$ cat src/hw/rx_status_pkg.sv
// constants for the receive descriptor status word builder
// assumes one 100 MHz clock and a word-aligned Avalon-MM register window
package rx_status_pkg;
   // ==========================================================
   // register window, byte offsets
   localparam logic [5:0] CTRL_OFS = 6'h00;
   localparam logic [5:0] STAT_OFS = 6'h04;
   localparam logic [5:0] LAST_OFS = 6'h08;
   localparam logic [5:0] COUNT_OFS = 6'h0C;
   localparam logic [5:0] LOG_OFS = 6'h20;
   localparam logic [31:0] CTRL_RST = 32'h00000001;
   localparam int unsigned CTRL_EN_BIT = 0;
   localparam int unsigned CTRL_SERIAL_BIT = 1;
   localparam int unsigned WD_STAT_BIT = 9;
   localparam logic [1:0] RD_WAIT = 2'h2;
   localparam int unsigned LOG_AW = 3;
   // ==========================================================
   // status word layout
   localparam int unsigned OWN_BIT = 31;
   localparam int unsigned LEN_LSB = 16;
   localparam int unsigned LEN_MSB = 30;
   localparam int unsigned ES_BIT = 15;
   localparam int unsigned RF_BIT = 11;
   localparam int unsigned MF_BIT = 10;
   localparam int unsigned FS_BIT = 9;
   localparam int unsigned LS_BIT = 8;
   localparam int unsigned TL_BIT = 7;
   localparam int unsigned CS_BIT = 6;
   localparam int unsigned FT_BIT = 5;
   localparam int unsigned RW_BIT = 4;
   localparam int unsigned RE_BIT = 3;
   localparam int unsigned DB_BIT = 2;
   localparam int unsigned CE_BIT = 1;
   localparam int unsigned ZERO_BIT = 0;
   // ==========================================================
   // frame limits
   localparam logic [14:0] MAX_FRAME_LEN = 15'h05EE;
   localparam logic [15:0] TYPE_MIN = 16'h05DC;
   localparam logic [14:0] COLL_WINDOW = 15'h0040;
   localparam logic [14:0] HDR_LEN = 15'h000E;
   localparam logic [14:0] TYPE_HI_IDX = 15'h000C;
   localparam logic [14:0] TYPE_LO_IDX = 15'h000D;
   localparam logic [2:0] DRIB_NIBBLE = 3'h4;
   localparam logic [2:0] DRIB_SERIAL_MIN = 3'h3;
   typedef enum logic {RX_IDLE, RX_BUSY} rx_state_t;
endpackage

$ cat src/hw/rx_status_word.sv
// builds the status longword written into each receive descriptor
// assumes receive-path events synchronous to ref_clk, bytes before frame_end
//
// Our own choices: the placing of the registers and register access over Avalon-MM.
`timescale 1ns/100ps
module rx_status_word
   import rx_status_pkg::*;
(
   input wire logic ref_clk, // 100 MHz clock
   input wire logic rst_n, // synchronous reset, active low
   input wire logic [5:0] avs_address, // byte address
   input wire logic avs_read, // read request
   input wire logic avs_write, // write request
   input wire logic [31:0] avs_writedata, // write data
   output logic [31:0] avs_readdata, // read data
   output logic avs_waitrequest, // stall
   input wire logic frame_start, // pulse, frame begins
   input wire logic frame_end, // pulse, frame complete
   input wire logic byte_valid, // pulse, one byte received
   input wire logic [7:0] byte_data, // received byte
   input wire logic [2:0] odd_bit_count, // extra bits, at frame_end
   input wire logic crc_ok, // checksum matched, at frame_end
   input wire logic phy_rx_err, // physical layer error
   input wire logic collision, // collision seen
   input wire logic overflow, // receive fifo overflow
   input wire logic watchdog_expired, // receive watchdog fired
   input wire logic desc_load, // pulse, new descriptor sizes valid
   input wire logic [10:0] buf1_size, // first buffer bytes
   input wire logic [10:0] buf2_size, // second buffer bytes
   output logic status_wr, // pulse, write status word
   output logic [31:0] rx_desc_status_word, // status word
   output logic watchdog_flag // device status watchdog bit
);
   import rx_status_pkg::*;

   function automatic logic [31:0] pack_word(input logic first, input logic last,
                                             input logic [31:0] body);
      logic [31:0] w;
      w = last ? body : 32'h00000000;
      w[FS_BIT] = first;
      w[LS_BIT] = last;
      w[OWN_BIT] = 1'b0;
      return w;
   endfunction

   // ==========================================================
   // frame tracking
   rx_state_t state_q, state_d;
   logic [14:0] byte_cnt_q;
   logic [11:0] desc_bytes_q;
   logic first_pend_q, desc_ok_q;
   logic mc_q, late_coll_q, early_coll_q, phy_err_q, ovf_q, wd_q;
   logic [15:0] type_q;
   logic [31:0] ctrl_q;
   logic busy, start_ok;
   logic [11:0] cap;
   logic emit_skip, emit_mid, emit_last, emit;
   logic phy_seen, ovf_seen, wd_seen, late_seen, runt, rf, tl, ft, drib_ok, db, ce;
   logic [31:0] last_body, word_d;

   assign busy = state_q == RX_BUSY;
   assign start_ok = frame_start && ctrl_q[CTRL_EN_BIT];
   assign cap = {1'b0, buf1_size} + {1'b0, buf2_size};
   assign emit_skip = busy && desc_ok_q && cap == 12'h000 && !frame_end;
   assign emit_mid = busy && byte_valid && cap != 12'h000 && desc_bytes_q == cap;
   assign emit_last = busy && frame_end;
   assign emit = emit_skip || emit_mid || emit_last;

   // events in the final cycle still count
   assign phy_seen = phy_err_q || phy_rx_err;
   assign ovf_seen = ovf_q || overflow;
   assign wd_seen = wd_q || watchdog_expired;
   assign late_seen = late_coll_q || (collision && byte_cnt_q >= COLL_WINDOW);
   assign runt = byte_cnt_q < COLL_WINDOW || early_coll_q ||
                 (collision && byte_cnt_q < COLL_WINDOW);
   assign rf = runt && !ovf_seen;
   assign tl = byte_cnt_q > MAX_FRAME_LEN;
   assign ft = byte_cnt_q >= HDR_LEN && type_q > TYPE_MIN;
   assign drib_ok = ctrl_q[CTRL_SERIAL_BIT] ? odd_bit_count >= DRIB_SERIAL_MIN
                                           : odd_bit_count == DRIB_NIBBLE;
   assign db = drib_ok && !late_seen && !runt;
   assign ce = !crc_ok || phy_seen;

   always_comb begin
      last_body = 32'h00000000;
      last_body[LEN_MSB:LEN_LSB] = wd_seen ? 15'h0000 : byte_cnt_q;
      last_body[ES_BIT] = ce || late_seen || tl || rf;
      last_body[RF_BIT] = rf;
      last_body[MF_BIT] = mc_q;
      last_body[TL_BIT] = tl;
      last_body[CS_BIT] = late_seen;
      last_body[FT_BIT] = ft;
      last_body[RW_BIT] = wd_seen;
      last_body[RE_BIT] = phy_seen;
      last_body[DB_BIT] = db;
      last_body[CE_BIT] = ce;
      last_body[ZERO_BIT] = ovf_seen;
   end

   // one word per emission, never assembled over several writes
   assign word_d = emit_last ? pack_word(first_pend_q, 1'b1, last_body) :
                   emit_mid ? pack_word(first_pend_q, 1'b0, 32'h00000000) :
                   pack_word(1'b0, 1'b0, 32'h00000000);

   always_comb begin
      state_d = state_q;
      if (start_ok) begin
         state_d = RX_BUSY;
      end else if (emit_last) begin
         state_d = RX_IDLE;
      end
   end

   always_ff @(posedge ref_clk) begin
      if (!rst_n) begin
         state_q <= RX_IDLE;
      end else begin
         state_q <= state_d;
      end
   end

   // byte counter never saturates or stops: oversize frames pass whole
   always_ff @(posedge ref_clk) begin
      if (!rst_n || start_ok) begin
         byte_cnt_q <= 15'h0000;
      end else if (busy && byte_valid) begin
         byte_cnt_q <= byte_cnt_q + 15'h0001;
      end
   end

   always_ff @(posedge ref_clk) begin
      if (!rst_n || start_ok) begin
         desc_bytes_q <= 12'h000;
      end else if (emit_mid) begin
         desc_bytes_q <= 12'h001;
      end else if (busy && byte_valid) begin
         desc_bytes_q <= desc_bytes_q + 12'h001;
      end else if (emit_skip) begin
         desc_bytes_q <= 12'h000;
      end
   end

   always_ff @(posedge ref_clk) begin
      if (!rst_n) begin
         desc_ok_q <= 1'b0;
      end else if (desc_load) begin
         desc_ok_q <= 1'b1;
      end else if (emit) begin
         desc_ok_q <= 1'b0;
      end
   end

   // skipped descriptors leave the first flag for the next one
   always_ff @(posedge ref_clk) begin
      if (!rst_n) begin
         first_pend_q <= 1'b0;
      end else if (start_ok) begin
         first_pend_q <= 1'b1;
      end else if (emit_mid || emit_last) begin
         first_pend_q <= 1'b0;
      end
   end

   always_ff @(posedge ref_clk) begin
      if (!rst_n || start_ok) begin
         mc_q <= 1'b0;
         late_coll_q <= 1'b0;
         early_coll_q <= 1'b0;
         phy_err_q <= 1'b0;
         ovf_q <= 1'b0;
         wd_q <= 1'b0;
      end else if (busy) begin
         if (byte_valid && byte_cnt_q == 15'h0000) begin
            mc_q <= byte_data[0];
         end
         late_coll_q <= late_seen;
         early_coll_q <= early_coll_q || (collision && byte_cnt_q < COLL_WINDOW);
         phy_err_q <= phy_seen;
         ovf_q <= ovf_seen;
         wd_q <= wd_seen;
      end
   end

   always_ff @(posedge ref_clk) begin
      if (!rst_n || start_ok) begin
         type_q <= 16'h0000;
      end else if (busy && byte_valid && byte_cnt_q == TYPE_HI_IDX) begin
         type_q[15:8] <= byte_data;
      end else if (busy && byte_valid && byte_cnt_q == TYPE_LO_IDX) begin
         type_q[7:0] <= byte_data;
      end
   end

   always_ff @(posedge ref_clk) begin
      if (!rst_n) begin
         status_wr <= 1'b0;
         rx_desc_status_word <= 32'h00000000;
      end else begin
         status_wr <= emit;
         if (emit) begin
            rx_desc_status_word <= word_d;
         end
      end
   end

   // ==========================================================
   // register window
   logic [31:0] last_q, count_q, rd_mux, log_rdata;
   logic wd_stat_q;
   logic [LOG_AW-1:0] log_wptr_q;
   logic [1:0] rd_cnt_q;
   logic wr_ctrl, wr_stat, wd_clr, in_log;

   assign wr_ctrl = avs_write && avs_address == CTRL_OFS;
   assign wr_stat = avs_write && avs_address == STAT_OFS;
   assign wd_clr = wr_stat && avs_writedata[WD_STAT_BIT];
   assign in_log = avs_address >= LOG_OFS;
   assign avs_waitrequest = avs_read && rd_cnt_q != RD_WAIT;
   assign watchdog_flag = wd_stat_q;

   always_comb begin
      rd_mux = 32'h00000000;
      if (avs_address == CTRL_OFS) begin
         rd_mux = ctrl_q;
      end else if (avs_address == STAT_OFS) begin
         rd_mux[WD_STAT_BIT] = wd_stat_q;
      end else if (avs_address == LAST_OFS) begin
         rd_mux = last_q;
      end else if (avs_address == COUNT_OFS) begin
         rd_mux = count_q;
      end else if (in_log) begin
         rd_mux = log_rdata;
      end
   end

   always_ff @(posedge ref_clk) begin
      if (!rst_n) begin
         ctrl_q <= CTRL_RST;
      end else if (wr_ctrl) begin
         ctrl_q <= {30'h00000000, avs_writedata[CTRL_SERIAL_BIT:CTRL_EN_BIT]};
      end
   end

   // a new watchdog event beats a clear in the same cycle
   always_ff @(posedge ref_clk) begin
      if (!rst_n) begin
         wd_stat_q <= 1'b0;
      end else if (emit_last && wd_seen) begin
         wd_stat_q <= 1'b1;
      end else if (wd_clr) begin
         wd_stat_q <= 1'b0;
      end
   end

   always_ff @(posedge ref_clk) begin
      if (!rst_n) begin
         last_q <= 32'h00000000;
         count_q <= 32'h00000000;
         log_wptr_q <= '0;
      end else if (emit_last) begin
         last_q <= word_d;
         count_q <= count_q + 32'h00000001;
         log_wptr_q <= log_wptr_q + 1'b1;
      end
   end

   // two wait cycles: memory read, then the registered answer
   always_ff @(posedge ref_clk) begin
      if (!rst_n || !avs_read || rd_cnt_q == RD_WAIT) begin
         rd_cnt_q <= 2'h0;
      end else begin
         rd_cnt_q <= rd_cnt_q + 2'h1;
      end
   end

   always_ff @(posedge ref_clk) begin
      if (!rst_n) begin
         avs_readdata <= 32'h00000000;
      end else if (avs_read && rd_cnt_q == 2'h1) begin
         avs_readdata <= rd_mux;
      end
   end

   status_log_mem #(.WIDTH(32), .AW(LOG_AW)) u_log (
      .ref_clk(ref_clk),
      .we(emit_last),
      .waddr(log_wptr_q),
      .wdata(word_d),
      .raddr(avs_address[LOG_AW+1:2]),
      .rdata_q(log_rdata)
   );

   // ==========================================================
   // checks
   own_clear_a: assert property (@(posedge ref_clk) disable iff (!rst_n)
      status_wr |-> !rx_desc_status_word[OWN_BIT])
      else $error("ownership bit set in written status");

   summary_or_a: assert property (@(posedge ref_clk) disable iff (!rst_n)
      status_wr |-> rx_desc_status_word[ES_BIT] ==
         (rx_desc_status_word[CE_BIT] | rx_desc_status_word[CS_BIT] |
          rx_desc_status_word[TL_BIT] | rx_desc_status_word[RF_BIT]))
      else $error("error summary disagrees with flags");

   runt_overflow_a: assert property (@(posedge ref_clk) disable iff (!rst_n)
      status_wr && rx_desc_status_word[ZERO_BIT] |-> !rx_desc_status_word[RF_BIT])
      else $error("runt flag set with overflow");

   mid_flags_a: assert property (@(posedge ref_clk) disable iff (!rst_n)
      status_wr && !rx_desc_status_word[LS_BIT] |->
         rx_desc_status_word[OWN_BIT:LS_BIT+1] == {22'h000000, rx_desc_status_word[FS_BIT]}
         && rx_desc_status_word[LS_BIT-1:0] == 8'h00)
      else $error("flags in non-last descriptor");

   oversize_len_a: assert property (@(posedge ref_clk) disable iff (!rst_n)
      emit_last |=> rx_desc_status_word[TL_BIT] == ($past(byte_cnt_q) > MAX_FRAME_LEN))
      else $error("oversize flag wrong for length");

   wd_len_a: assert property (@(posedge ref_clk) disable iff (!rst_n)
      status_wr && rx_desc_status_word[RW_BIT] |->
         rx_desc_status_word[LEN_MSB:LEN_LSB] == 15'h0000)
      else $error("length reported with watchdog");

   wd_status_a: assert property (@(posedge ref_clk) disable iff (!rst_n)
      emit_last && wd_seen |=> wd_stat_q && status_wr && rx_desc_status_word[RW_BIT])
      else $error("watchdog status not raised");

   phy_crc_a: assert property (@(posedge ref_clk) disable iff (!rst_n)
      emit_last && phy_seen |=> rx_desc_status_word[CE_BIT] && rx_desc_status_word[RE_BIT])
      else $error("phy error not reported");

   logic owed_first_q;
   always_ff @(posedge ref_clk) begin
      owed_first_q <= rst_n && (start_ok || (owed_first_q && !(emit_mid || emit_last)));
   end
   first_once_a: assert property (@(posedge ref_clk) disable iff (!rst_n)
      (emit_mid || emit_last) && owed_first_q |=> status_wr && rx_desc_status_word[FS_BIT])
      else $error("first flag missing");

   read_bound_a: assert property (@(posedge ref_clk) disable iff (!rst_n)
      avs_read && !$past(avs_read) |-> avs_waitrequest ##2 !avs_waitrequest)
      else $error("read answer not after two waits");
endmodule

$ cat src/hw/status_log_mem.sv
// small memory holding the last-descriptor status words of recent frames
// assumes one write port and one read port, both on ref_clk
`timescale 1ns/100ps
module status_log_mem #(
   parameter int unsigned WIDTH = 32,
   parameter int unsigned AW = 3
) (
   input wire logic ref_clk, // clock
   input wire logic we, // write strobe
   input wire logic [AW-1:0] waddr, // write address
   input wire logic [WIDTH-1:0] wdata, // write data
   input wire logic [AW-1:0] raddr, // read address
   output logic [WIDTH-1:0] rdata_q // registered read data
);
   logic [WIDTH-1:0] mem [2**AW];

   // no reset: contents are undefined until written
   always_ff @(posedge ref_clk) begin
      if (we) begin
         mem[waddr] <= wdata;
      end
      rdata_q <= mem[raddr];
   end
endmodule

$ cat config.mk
export PLATFORM = sky130hd
export DESIGN_NAME = rx_status_word
export DESIGN_NICKNAME = d
export VERILOG_FILES = /design/src/hw/rx_status_pkg.sv /design/src/hw/rx_status_word.sv /design/src/hw/status_log_mem.sv
export SDC_FILE = /design/constraint.sdc
export NUM_CORES = 1
export LEC_CHECK = 0
export ABC_AREA = 1
export BUFFER_PORTS_ARGS = -buffer_cell sky130_fd_sc_hd__buf_2
export CELL_PAD_IN_SITES_DETAIL_PLACEMENT = 1
export CELL_PAD_IN_SITES_GLOBAL_PLACEMENT = 1
export CORE_ASPECT_RATIO = 0.5
export CORE_MARGIN = 8
export CORE_UTILIZATION = 46
export DETAILED_ROUTE_END_ITERATION = 8
export PLACE_DENSITY = 0.81
export REMOVE_ABC_BUFFERS = 1
export SYNTH_ARGS = -nofsm -noshare
export SYNTH_HDL_FRONTEND = slang
export SYNTH_SLANG_ARGS = --single-unit
export TNS_END_PERCENT = 1
$ cat constraint.sdc
create_clock -name ref_clk -period 3.65 [get_ports ref_clk]
set_clock_uncertainty 0.1 [all_clocks]
set_input_delay 0.73 -clock ref_clk [delete_from_list [all_inputs] [get_ports ref_clk]]
set_output_delay 0.73 -clock ref_clk [all_outputs]
set_load 0.005 [all_outputs]
# Word-level counts from Yosys, hierarchy flattened
# Memories as Yosys holds them, arrays and structs flattened. A register that Yosys moved wholly into a read port is not among the register bits.
# Cells that the tools add are included.
[totals] elab_cells=133 out_inout_bits=67 n_memories=1 latchBits=0 register_bits=221 mem_bits_ro=0 mem_bits_rw=248 inputBits=84
[memory_table] memory="u_log.mem" depth=8 width=31 read_ports=1 rd_ports_with_merged_regs=1 wr=1 line_no="status_log_mem.sv:15" text="logic [WIDTH-1:0] mem [2**AW];"
[op_classes] n_lt_le_gt_ge=7 n_div=0 bitwise_logic=1 add_sub_neg=6 reduce_logical=60 multipliers=0 n_eq_ne=10 shift=0 mux=24
[op_table] cell="2-to-1 mux 32 bit" count=4
[op_table] cell="adder 32 x 1 -> 32 bit (second input constant)" count=1
[op_table] cell="2-to-1 mux 31 bit" count=1
[op_table] cell="== test 15 x 4 -> 1 bit (second input constant)" count=2
[op_table] cell="2-to-1 mux 12 bit" count=2
[op_table] cell="logical AND 1 bit" count=23
[op_table] cell="2-to-1 mux 22 bit" count=1
[op_table] cell="logical OR 1 bit" count=17
[op_table] cell="greater-than comparator 16 x 11 -> 1 bit (second input constant)" count=1
[op_table] cell="adder 15 x 1 -> 15 bit (second input constant)" count=1
[op_table] cell="greater-or-equal comparator 15 x 4 -> 1 bit (second input constant)" count=1
[op_table] cell="greater-or-equal comparator 15 x 7 -> 1 bit (second input constant)" count=1
[op_table] cell="greater-than comparator 15 x 11 -> 1 bit (second input constant)" count=1
[op_table] cell="zero test 15 bit" count=1
[op_table] cell="< comparator 15 x 7 -> 1 bit (second input constant)" count=1
[op_table] cell="2-to-1 mux 15 bit" count=1
[op_table] cell="2-to-1 mux 1 bit" count=13
[op_table] cell="adder 11 x 11 -> 12 bit" count=1
[op_table] cell="adder 12 x 1 -> 12 bit (second input constant)" count=1
[op_table] cell="== test 12 bit" count=1
[op_table] cell="== test 6 x 4 -> 1 bit (second input constant)" count=2
[op_table] cell="zero test 12 bit" count=1
[op_table] cell="nonzero test 12 bit" count=1
[op_table] cell="2-to-1 mux 10 bit" count=1
[op_table] cell="17 further kinds" count=28

# Logic depth before layout (Yosys ltp)
# Gate-level depths: netlist of run 1.
[logic_depth] word_depth=8 ltp_mapped=19 mapped_depth_nobuf=18

# Modules after synthesis
# A second synthesis of run 1 with hierarchy kept.
[unflattened] cells_unflattened=2454 area_unflattened_um2=20793.7
[by_module_without_submodules] module="status_log_mem" n_inst=1 area_per_inst_um2=11872.6 cells_each=1156 seq_area_each_um2=8328.0
[by_module_without_submodules] module="rx_status_word" n_inst=1 area_per_inst_um2=8921.1 cells_each=1298 seq_area_each_um2=3623.5

# Worst setup path after synthesis of run 1
# No wires, ideal clock.
[synth_timing] path_type="input -> register" startpoint="in frame_end" endpoint="mem u_log.mem[1][0] (netlist bit) (enable)" path_stages=6 t_arrival_ps=2486 setup_ps=413 required_ps=3137 slack_ps=651 path_buffers=2 path_cell_list="nand2_2 -> clkbuf_1 -> buf_2 -> nor2_1 -> inv_1 -> nor2_1"
[synth_via] elab_chain_len=3
[synth_rtl] item="start, declared" line_no="rx_status_word.sv:18" text="input wire logic frame_end,"
[synth_rtl] item="logical AND 1 bit" line_no="rx_status_word.sv:66" text="assign emit_last = busy && frame_end;"
[synth_rtl] item="2-to-1 mux 1 bit" line_no="status_log_mem.sv:19" text="if (we) begin"
[synth_rtl] item="2-to-1 mux 1 bit (not written as such)" line_no="status_log_mem.sv:20" text="mem[waddr] <= wdata;"
[synth_rtl] item="end, declared" line_no="status_log_mem.sv:15"
# Every way passes these cells.

# Worst setup path in the final report of run 1
[layout_timing] startpoint="in buf1_size[0]" endpoint="reg rx_desc_status_word[6]"
[layout_via] elab_chain_len=6 word_cells_on_any_way=10 classes_between="1 x add/sub; 1 x eq/ne; 8 x reduce/logical"
[layout_rtl] item="start, declared" line_no="rx_status_word.sv:28" text="input wire logic [10:0] buf1_size,"
[layout_rtl] item="adder 11 x 11 -> 12 bit (*)" line_no="rx_status_word.sv:63" text="assign cap = {1'b0, buf1_size} + {1'b0, buf2_size};"
[layout_rtl] item="zero test 12 bit / nonzero test 12 bit (equally long branches)" line_no="rx_status_word.sv:64, rx_status_word.sv:65"
[layout_rtl] item="logical AND 1 bit, on equally long branches (2 in a row)" line_no="rx_status_word.sv:64, rx_status_word.sv:65"
[layout_rtl] item="logical OR 1 bit (*) (2 in a row)" line_no="rx_status_word.sv:67" text="assign emit = emit_skip || emit_mid || emit_last;"
[layout_rtl] item="end signal, assigned" line_no="rx_status_word.sv:201" text="rx_desc_status_word <= word_d;"
[layout_rtl] item="end, declared" line_no="rx_status_word.sv:31" text="output logic [31:0] rx_desc_status_word,"
# Every way passes the cells marked *; elsewhere a longest branch is shown, timed or not.
# A chain may end at the register's enable or synchronous reset.

==> results by group, run 1 <==
Run status
  – Status: finished, final reports clean

Timing
  – Slew Limit Fails: 0
  – Final period util: 81.6%
  – Relative slew slack: about a third
  – Worst-Margin Slew: 1.00 ns
  – Final Critical Period: 2.98 ns
  – RSZ-0062 raised after global routing: false
  – Endpoints failing hold: 0
  – Max Fclk: 336 MHz
  – Setup violation total in the final timing report: 0
  – Worst Hold Slack: 0.311 ns

Worst setup path
  – Cell Chain, Critical Path: buf_2 -> ha_1 -> inv_1 -> fa_1 -> inv_1 -> nand2_1 -> nand2_1 -> nand2_1 -> nand2_1 -> nand2_1 -> nand2_1 -> nand2_1 -> nor2_1 -> nand3_1 -> nor2_2 -> nand3_2 -> buf_4 -> nand4_1 -> a21oi_1
  – Critical path startpoint category: input pin
  – WP data required: 3.95 ns
  – WP data arrival: 3.28 ns
  – Critical path type: in2reg
  – Critical Path Max Stage Delay: 0.38 ns
  – Worst R2R Setup Slack: ~0.7 ns
  – Critical path fanouts, max: 11
  – CP Capture Type: register
  – Setup crit start: buf1_size[0]
  – Worst path most repeated cell: nand2_1
  – Reg2reg start: byte_cnt_q[8]$_SDFFE_PP0P_
  – Slowest stage cell, crit path: fa_1

Clocking
  – Num CTS Buffers: 40
  – CTS tree: built
  – Clk root buf: clkbuf_16
  – Sink Count: 433
  – Post-CTS Setup Inserts: 0
  – H-tree depth: 2
  – Skew-Pair Late Insertion Delay: 0.56 ns
  – Hold_buf cts: 0
  – PostCTS Resize Cnt: 0
  – CTS Buffer Depth: 3
  – Clk slew on worst S/H paths: roughly 0.07 ns

Power and ir drop
  – Cell-internal power: 0.00771 W
  – Leakage: 7.66 nW
  – P_sw: roughly 0.0023 W
  – Sw Share: 23.2%
  – VDD IR-drop max: 0.357 mV
  – Overall power: 0.0100 W
  – Part of the power in registers: 51.5%
  – PwrDens: 493 mW/mm²
  – Clk pwr share: 42.4%
  – Combinational fraction of design power: 6.1%

Layout
  – Layout area overhead: 15.0%
  – Share of post-route cells with drive strength above 1: 13.3%
  – # fillers: 4225
  – Nets@finish: between 2000 and 2500
  – Final core utilization: 54.1%
  – Final instance area: 0.0204 mm²
  – Non-Filler Instances: around 2500

Placed design
  – Placed inst area: ~0.019 mm²
  – HPWL Detailed: 34.7 mm
  – Dpl cells: 2435
  – Number of buffers inserted by port buffering: 117
  – Gpl congestion: 0.849

Floorplanning
  – Die Span X: 294 µm
  – Core area: 0.0377 mm²
  – Row count: 50
  – DIE AREA: 0.0454 mm²
  – Initial core utilization: 47.1%
  – I/O pins: 151
  – Die Span Y: 155 µm

Global route
  – Grt met2 use: 40.0%
  – GRT Total Usage: 23.7%
  – Met1 Use GR: 30.2%
  – Initial antenna violation count: 1
  – Largest net degree at the start of global routing: 57
  – First-pass GRT wire length: 85.2 mm
  – Busiest grt layer: met2
  – Gr ovfl total: 0
  – Vias in the first global route: 15000
  – Met3 usage: 5.33%

Logic synthesis
  – Largest area contributor in the netlist: edfxtp_1
  – Seq/Total Area, Yosys: between 60% and 70%
  – Warnings from Yosys: 0
  – Top cells by area in the synthesized netlist: edfxtp_1, dfxtp_1, nand2_1
  – Flops & latches, synth: 433
  – Synth Flop Type: edfxtp_1
  – Syn_area_per_cell: 9.65 µm²
  – Yosys cell types: 41
  – EDFF count, synth: 224
  – Post-Syn Area: 0.0177 mm²
  – Async set or reset register ratio after synthesis: 0%
  – Cells after Synth: 1837
  – Top-area cell type share of the netlist area: between 30% and 40%

Detailed routing
  – Drt initial violations: 1161
  – Final WL: between 50 and 60 mm
  – Via count: 14300
  – TritonRoute pass-1 iters: 5
  – Routed length per instance: ~22 µm
  – DRC Markers: 0
  – Via density: 5.70
  – Post-route ant nets: 0

Worst hold path
  – Hold WC Path Type: in2reg
  – Hold wc startpoint: avs_writedata[0]

Job
  – Max Cap Viol: 0
## final timing paths
kind,cells past startpoint,to
setup / recovery,19,rx_desc_status_word[6]$_SDFFE_PN0P_
hold / removal,3,ctrl_q[0]$_SDFFE_PN1P_
setup reg to reg,9,u_log.mem[6][15]$_DFFE_PP_
hold reg to reg,2,type_q[14]$_SDFFE_PP0P_
## power groups by stage
stage               combinational [W]  clock (W)  sequential [W]
floorplan                    0.000344          0         0.00527
global placement             0.000585          0         0.00527
detailed placement           0.000603          0         0.00528
CTS                          0.000613    0.00431         0.00517
global route                 0.000679    0.00451         0.00517
finish                       0.000617    0.00426         0.00517
## cell families (layout without fill, tap and decap cells)
family	Yosys count	count (layout)	share of synthesized area (%)
AO/OA/AOI/OAI	362	362	12.2
XOR/XNOR	12	12	0.593
adder cells (fa/ha/maj)	21	21	1.53
buffers and inverters	270	419	6.09
flip-flops	433	433	61.6
other	1	5	0.0212
AND/OR/NAND/NOR	738	738	18.0
## worst max-delay path, delay by kind of cell
kind	cells	cell delay, ns
buffers and inverters	4	0.54
AND/OR/NAND/NOR	12	1.30
AO/OA/AOI/OAI	1	0.10
adder cells (fa/ha/maj)	2	0.61
## sequential cells by signal, summed over array words and instances (netlist names), 2 cells and up
signal               cells
log_wptr_q               3
desc_bytes_q            12
u_log.mem              224
type_q                  16
ctrl_q                   2
avs_readdata            32
rd_cnt_q                 2
u_log.rdata_q           28
byte_cnt_q              15
last_q                  28
rx_desc_status_word     28
count_q                 32
## cells in the mapped netlist (all sizes together), types with 10 or more instances
library cell	number
clkbuf	54
inv	178
a22oi	73
buf	35
nand4	57
a21oi	162
o211ai	10
nor4	12
ha	20
xor2	11
nand3	88
o21ai	61
a211oi	22
dfxtp	209
edfxtp	224
nand2	402
a31oi	29
nor2	134
nor3	39
## per-layer routing
metal	vias up	part of all wire, %	routed length [µm]
li1	6580	-	-
met1	7085	42	23000
met2	536	48	26200
met3	118	7.9	4320
met4	0	2.7	1490
met5	-	0	0
## placed cells by master, fill, tap and decap left out, drive strengths merged, types with 4 or more instances in the layout
cell	synthesis	layout
nand2	402	402
edfxtp	224	224
dfxtp	209	209
inv	178	180
buf	35	164
a21oi	162	162
nor2	134	134
nand3	88	88
a22oi	73	73
o21ai	61	61
nand4	57	57
clkbuf	54	54
nor3	39	39
a31oi	29	29
a211oi	22	22
ha	20	20
clkinv	3	16
nor4	12	12
xor2	11	11
o211ai	10	10
nand3b	5	5
conb	1	4
bufinv	0	4
## cell type report
class | instances | area, µm² | area share, %
repair buffers | 164 | 1060 | 5.22
clock buffers | 54 | 1080 | 5.32
multi-input cells | 1137 | 5780 | 28.4
well taps | 520 | 651 | 3.19
diodes | 1 | 2.50 | 0.0123
clock inverters | 20 | 205 | 1.01
flip-flops and latches | 433 | 10900 | 53.5
inverters | 181 | 682 | 3.35
## per-stage QoR
step	TNS [ns]	worst slack, ns
6_report	0	0.671
5_1_grt	0	0.363
4_1_cts	0	0.650
3_5_place_dp	0	0.0642
3_3_place_gp	0	0.183
2_1_floorplan	-6.68	-0.107
Note: power is estimated with default switching activity, not from simulation.
==> inputs of run 2 (changes only) <==
Settings changed: ABC_AREA 1 to 0, CORE_UTILIZATION 46 to 49, PLACE_DENSITY 0.81 to 0.82.
Clock period 3.65 ns to 3 ns, I/O delays scaled along.
==> results by group, run 2 <==
Placed design
  – Setup slack after placement: -0.691 ns
  – Number of buffers inserted by port buffering: between 100 and 150
  – Gpl congestion: around 0.80
  – HPWL Detailed: 34.9 mm
  – Placed inst area: approximately 0.019 mm²

Detailed routing
  – Via count: 13100
  – Drt initial violations: approximately 1700
  – Final WL: 59.7 mm
  – DRC Markers: 0
  – Routed length per instance: 28.6 µm
  – Via density: 6.29
  – TritonRoute pass-1 iters: 5
  – Post-route ant nets: 0

Logic synthesis
  – Flops & latches, synth: 433
  – Top cells by area in the synthesized netlist: edfxtp_1, dfxtp_1, mux4_2
  – Cells after Synth: 1388
  – Syn_area_per_cell: 12.8 µm²
  – EDFF count, synth: around 220
  – Top cells by count, synth: edfxtp_1, dfxtp_1, a21oi_1, nand2_1, nor2_1
  – Seq/Total Area, Yosys: between 60 and 70%
  – Largest area contributor in the netlist: edfxtp_1
  – Async set or reset register ratio after synthesis: 0%
  – Synth Flop Type: edfxtp_1
  – Most common cell in the netlist: edfxtp_1
  – Top-area cell type share of the netlist area: 37.9%
  – Post-Syn Area: 0.0177 mm²
  – Warnings from Yosys: 0
  – Yosys cell types: 67

Layout
  – Commonest cells after routing, fill and taps aside: edfxtp_1, dfxtp_1, a21oi_1, buf_2, nand2_1
  – Max reg flops: 224
  – # fillers: 3573
  – Nets@finish: 1674
  – Commonest non-fill, non-tap cell in the layout: edfxtp_1
  – Final instance area: 0.0209 mm²
  – Top flop regs: u_log.mem x224, avs_readdata x32, count_q x32
  – Most flop-heavy register: u_log.mem
  – Share of post-route cells with drive strength above 1: 26.3%
  – Layout area overhead: 17.7%

Job
  – Max Cap Viol: 0

Clocking
  – Skew-Pair Late Insertion Delay: 0.56 ns
  – Hold_buf cts: 0
  – Clk slew on worst S/H paths: 0.07 ns
  – Clk root buf: clkbuf_16
  – CTS Buffer Depth: 3
  – Sink Count: 433
  – Num CTS Buffers: 39
  – CTS tree: built
  – H-tree depth: 2

Timing
  – Relative slew slack: 21.8%
  – Endpoints failing hold: 0
  – Final period util: 99.6%
  – Worst Slack Setup Final: 0.0120 ns
  – RSZ-0062 raised after global routing: true
  – Setup TNS: 0 ns
  – Worst-Margin Slew: roughly 1.2 ns
  – Setup violation total in the final timing report: 0
  – Max Fclk: 335 MHz
  – Slew Limit Fails: 0
  – Final Critical Period: 2.99 ns
  – Worst Hold Slack: between 0.15 and 0.2 ns

Worst setup path
  – Cell Chain, Critical Path: buf_6 -> ha_4 -> inv_2 -> fa_2 -> xor2_2 -> xor2_1 -> o311ai_2 -> nor4_2 -> o2111ai_2 -> a2111oi_4 -> nor4b_4 -> buf_12 -> a22o_4
  – Critical path type: in2reg
  – CP Capture Type: register
  – Slowest stage cell, crit path: a2111oi_4
  – Critical path fanouts, max: 27
  – Critical Path Max Stage Delay: 0.46 ns
  – WP data required: ~3.3 ns
  – Critical path startpoint category: input pin
  – WP data arrival: 3.32 ns

Power and ir drop
  – VDD IR-drop max: 0.338 mV
  – Clk pwr share: 41.0%
  – Cell-internal power: 0.00923 W
  – Overall power: 0.0122 W
  – Combinational fraction of design power: 7.2%
  – P_sw: 0.00295 W
  – PwrDens: 583 mW/mm²
  – Part of the power in registers: 51.8%
  – Sw Share: between 20% and 30%
  – Leakage: 7.52 nW

Global route
  – Vias in the first global route: 14400
  – Gr ovfl total: 0
  – First-pass GRT wire length: 89.1 mm
  – Largest net degree at the start of global routing: 68
  – Initial antenna violation count: 1
  – GRT Total Usage: 26.9%

Run status
  – Status: finished, final reports clean

Floorplanning
  – DIE AREA: 0.0429 mm²
  – Initial core utilization: 49.5%
  – Die Span X: 285 µm
  – I/O pins: between 150 and 200
  – Row count: 49
  – Die Span Y: 151 µm
  – Core area: ~0.036 mm²

Worst hold path
  – Hold WC Path Type: in2reg
-- run 2: cell types whose count changed after synthesis, moves of 37 or more --
cell	delta
nand2_1	-297
nor2b_1	+61
inv_1	-145
o21ai_0	-42
mux4_2	+56
nor2_1	-57
a21oi_1	-37
nand3_1	-49
a22oi_1	-46
nand4_1	-37
-- run 2: area by class of cell --
type                    instances  area (µm²)  area share, %
well taps                     484         606           2.90
multi-input cells             855        6600           31.6
repair buffers                217        1470           7.04
flip-flops and latches        433       10900           52.3
clock buffers                  53        1060           5.08
inverters                      23        86.3          0.414
diodes                          1        2.50         0.0120
clock inverters                19         140          0.671
-- run 2: stage by stage --
| stage | util [%] | std cells |
|---|---|---|
| final | 58.3 | 2085 |
| after CTS | 57.8 | 2081 |
| after floorplan | - | 1311 |
| after detailed placement | 54.4 | 2009 |
| after global routing | 58.3 | 2085 |
| after global placement | 54.4 | 2009 |
-- run 2: final timing paths --
kind                                               from                                   end  slack [ns]  depth (start not counted)
worst max-delay path                       buf1_size[0]  rx_desc_status_word[15]$_SDFFE_PN0P_        0.01                         13
worst min-delay path                          desc_load                desc_ok_q$_SDFFE_PN0P_        0.19                          2
worst max register to register  count_q[3]$_SDFFE_PN0P_              count_q[29]$_SDFFE_PN0P_        0.04                         11
worst min register to register  type_q[11]$_SDFFE_PP0P_               type_q[11]$_SDFFE_PP0P_        0.35                          2
-- run 2: per-layer routing --
layer	part of all wire (%)	global-route usage, %	vias to the layer above
met5	0	0	-
met4	4.3	11.9	0
met3	8.4	5.33	205
met2	50	47.1	777
met1	38	32.4	6651
li1	-	-	5490
-- run 2: logic make-up after synthesis --
group / after synthesis / synth area share (%)
muxes: 100 / 9.80
other: 1 / 0.0211
buffers and inverters: 103 / 2.43
adders and majority gates: 21 / 1.52
AOI/OAI and AO/OA: 261 / 9.78
xor gates and xnor gates: 56 / 2.84
and+or+nand+nor: 413 / 12.1
DFF: 433 / 61.5
-- run 2: power by group through the flow --
| stage | Combinational (W) | Sequential [W] | Clock (W) |
|---|---|---|---|
| after global placement | 0.000767 | 0.00642 | 0 |
| after floorplan | 0.000411 | 0.00641 | 0 |
| after detailed placement | 0.000805 | 0.00643 | 0 |
| after CTS | 0.000831 | 0.00630 | 0.00502 |
| after global routing | 0.000927 | 0.00631 | 0.00522 |
| final | 0.000876 | 0.00630 | 0.00500 |
-- run 2: worst max-delay path: cells and delay by family --
| kind | cells | cell delay [ns] |
|---|---|---|
| XOR/XNOR | 2 | 0.41 |
| adder cells (fa/ha/maj) | 2 | 0.58 |
| AO/OA/AOI/OAI | 4 | 1.03 |
| buffers and inverters | 3 | 0.31 |
| AND/OR/NAND/NOR | 2 | 0.37 |
-- run 2: repair_timing --
action,4_1_cts,5_1_grt
pin swaps,2,10
buffers inserted,0,3
setup endpoints to repair,51,56
resized for setup,3,31
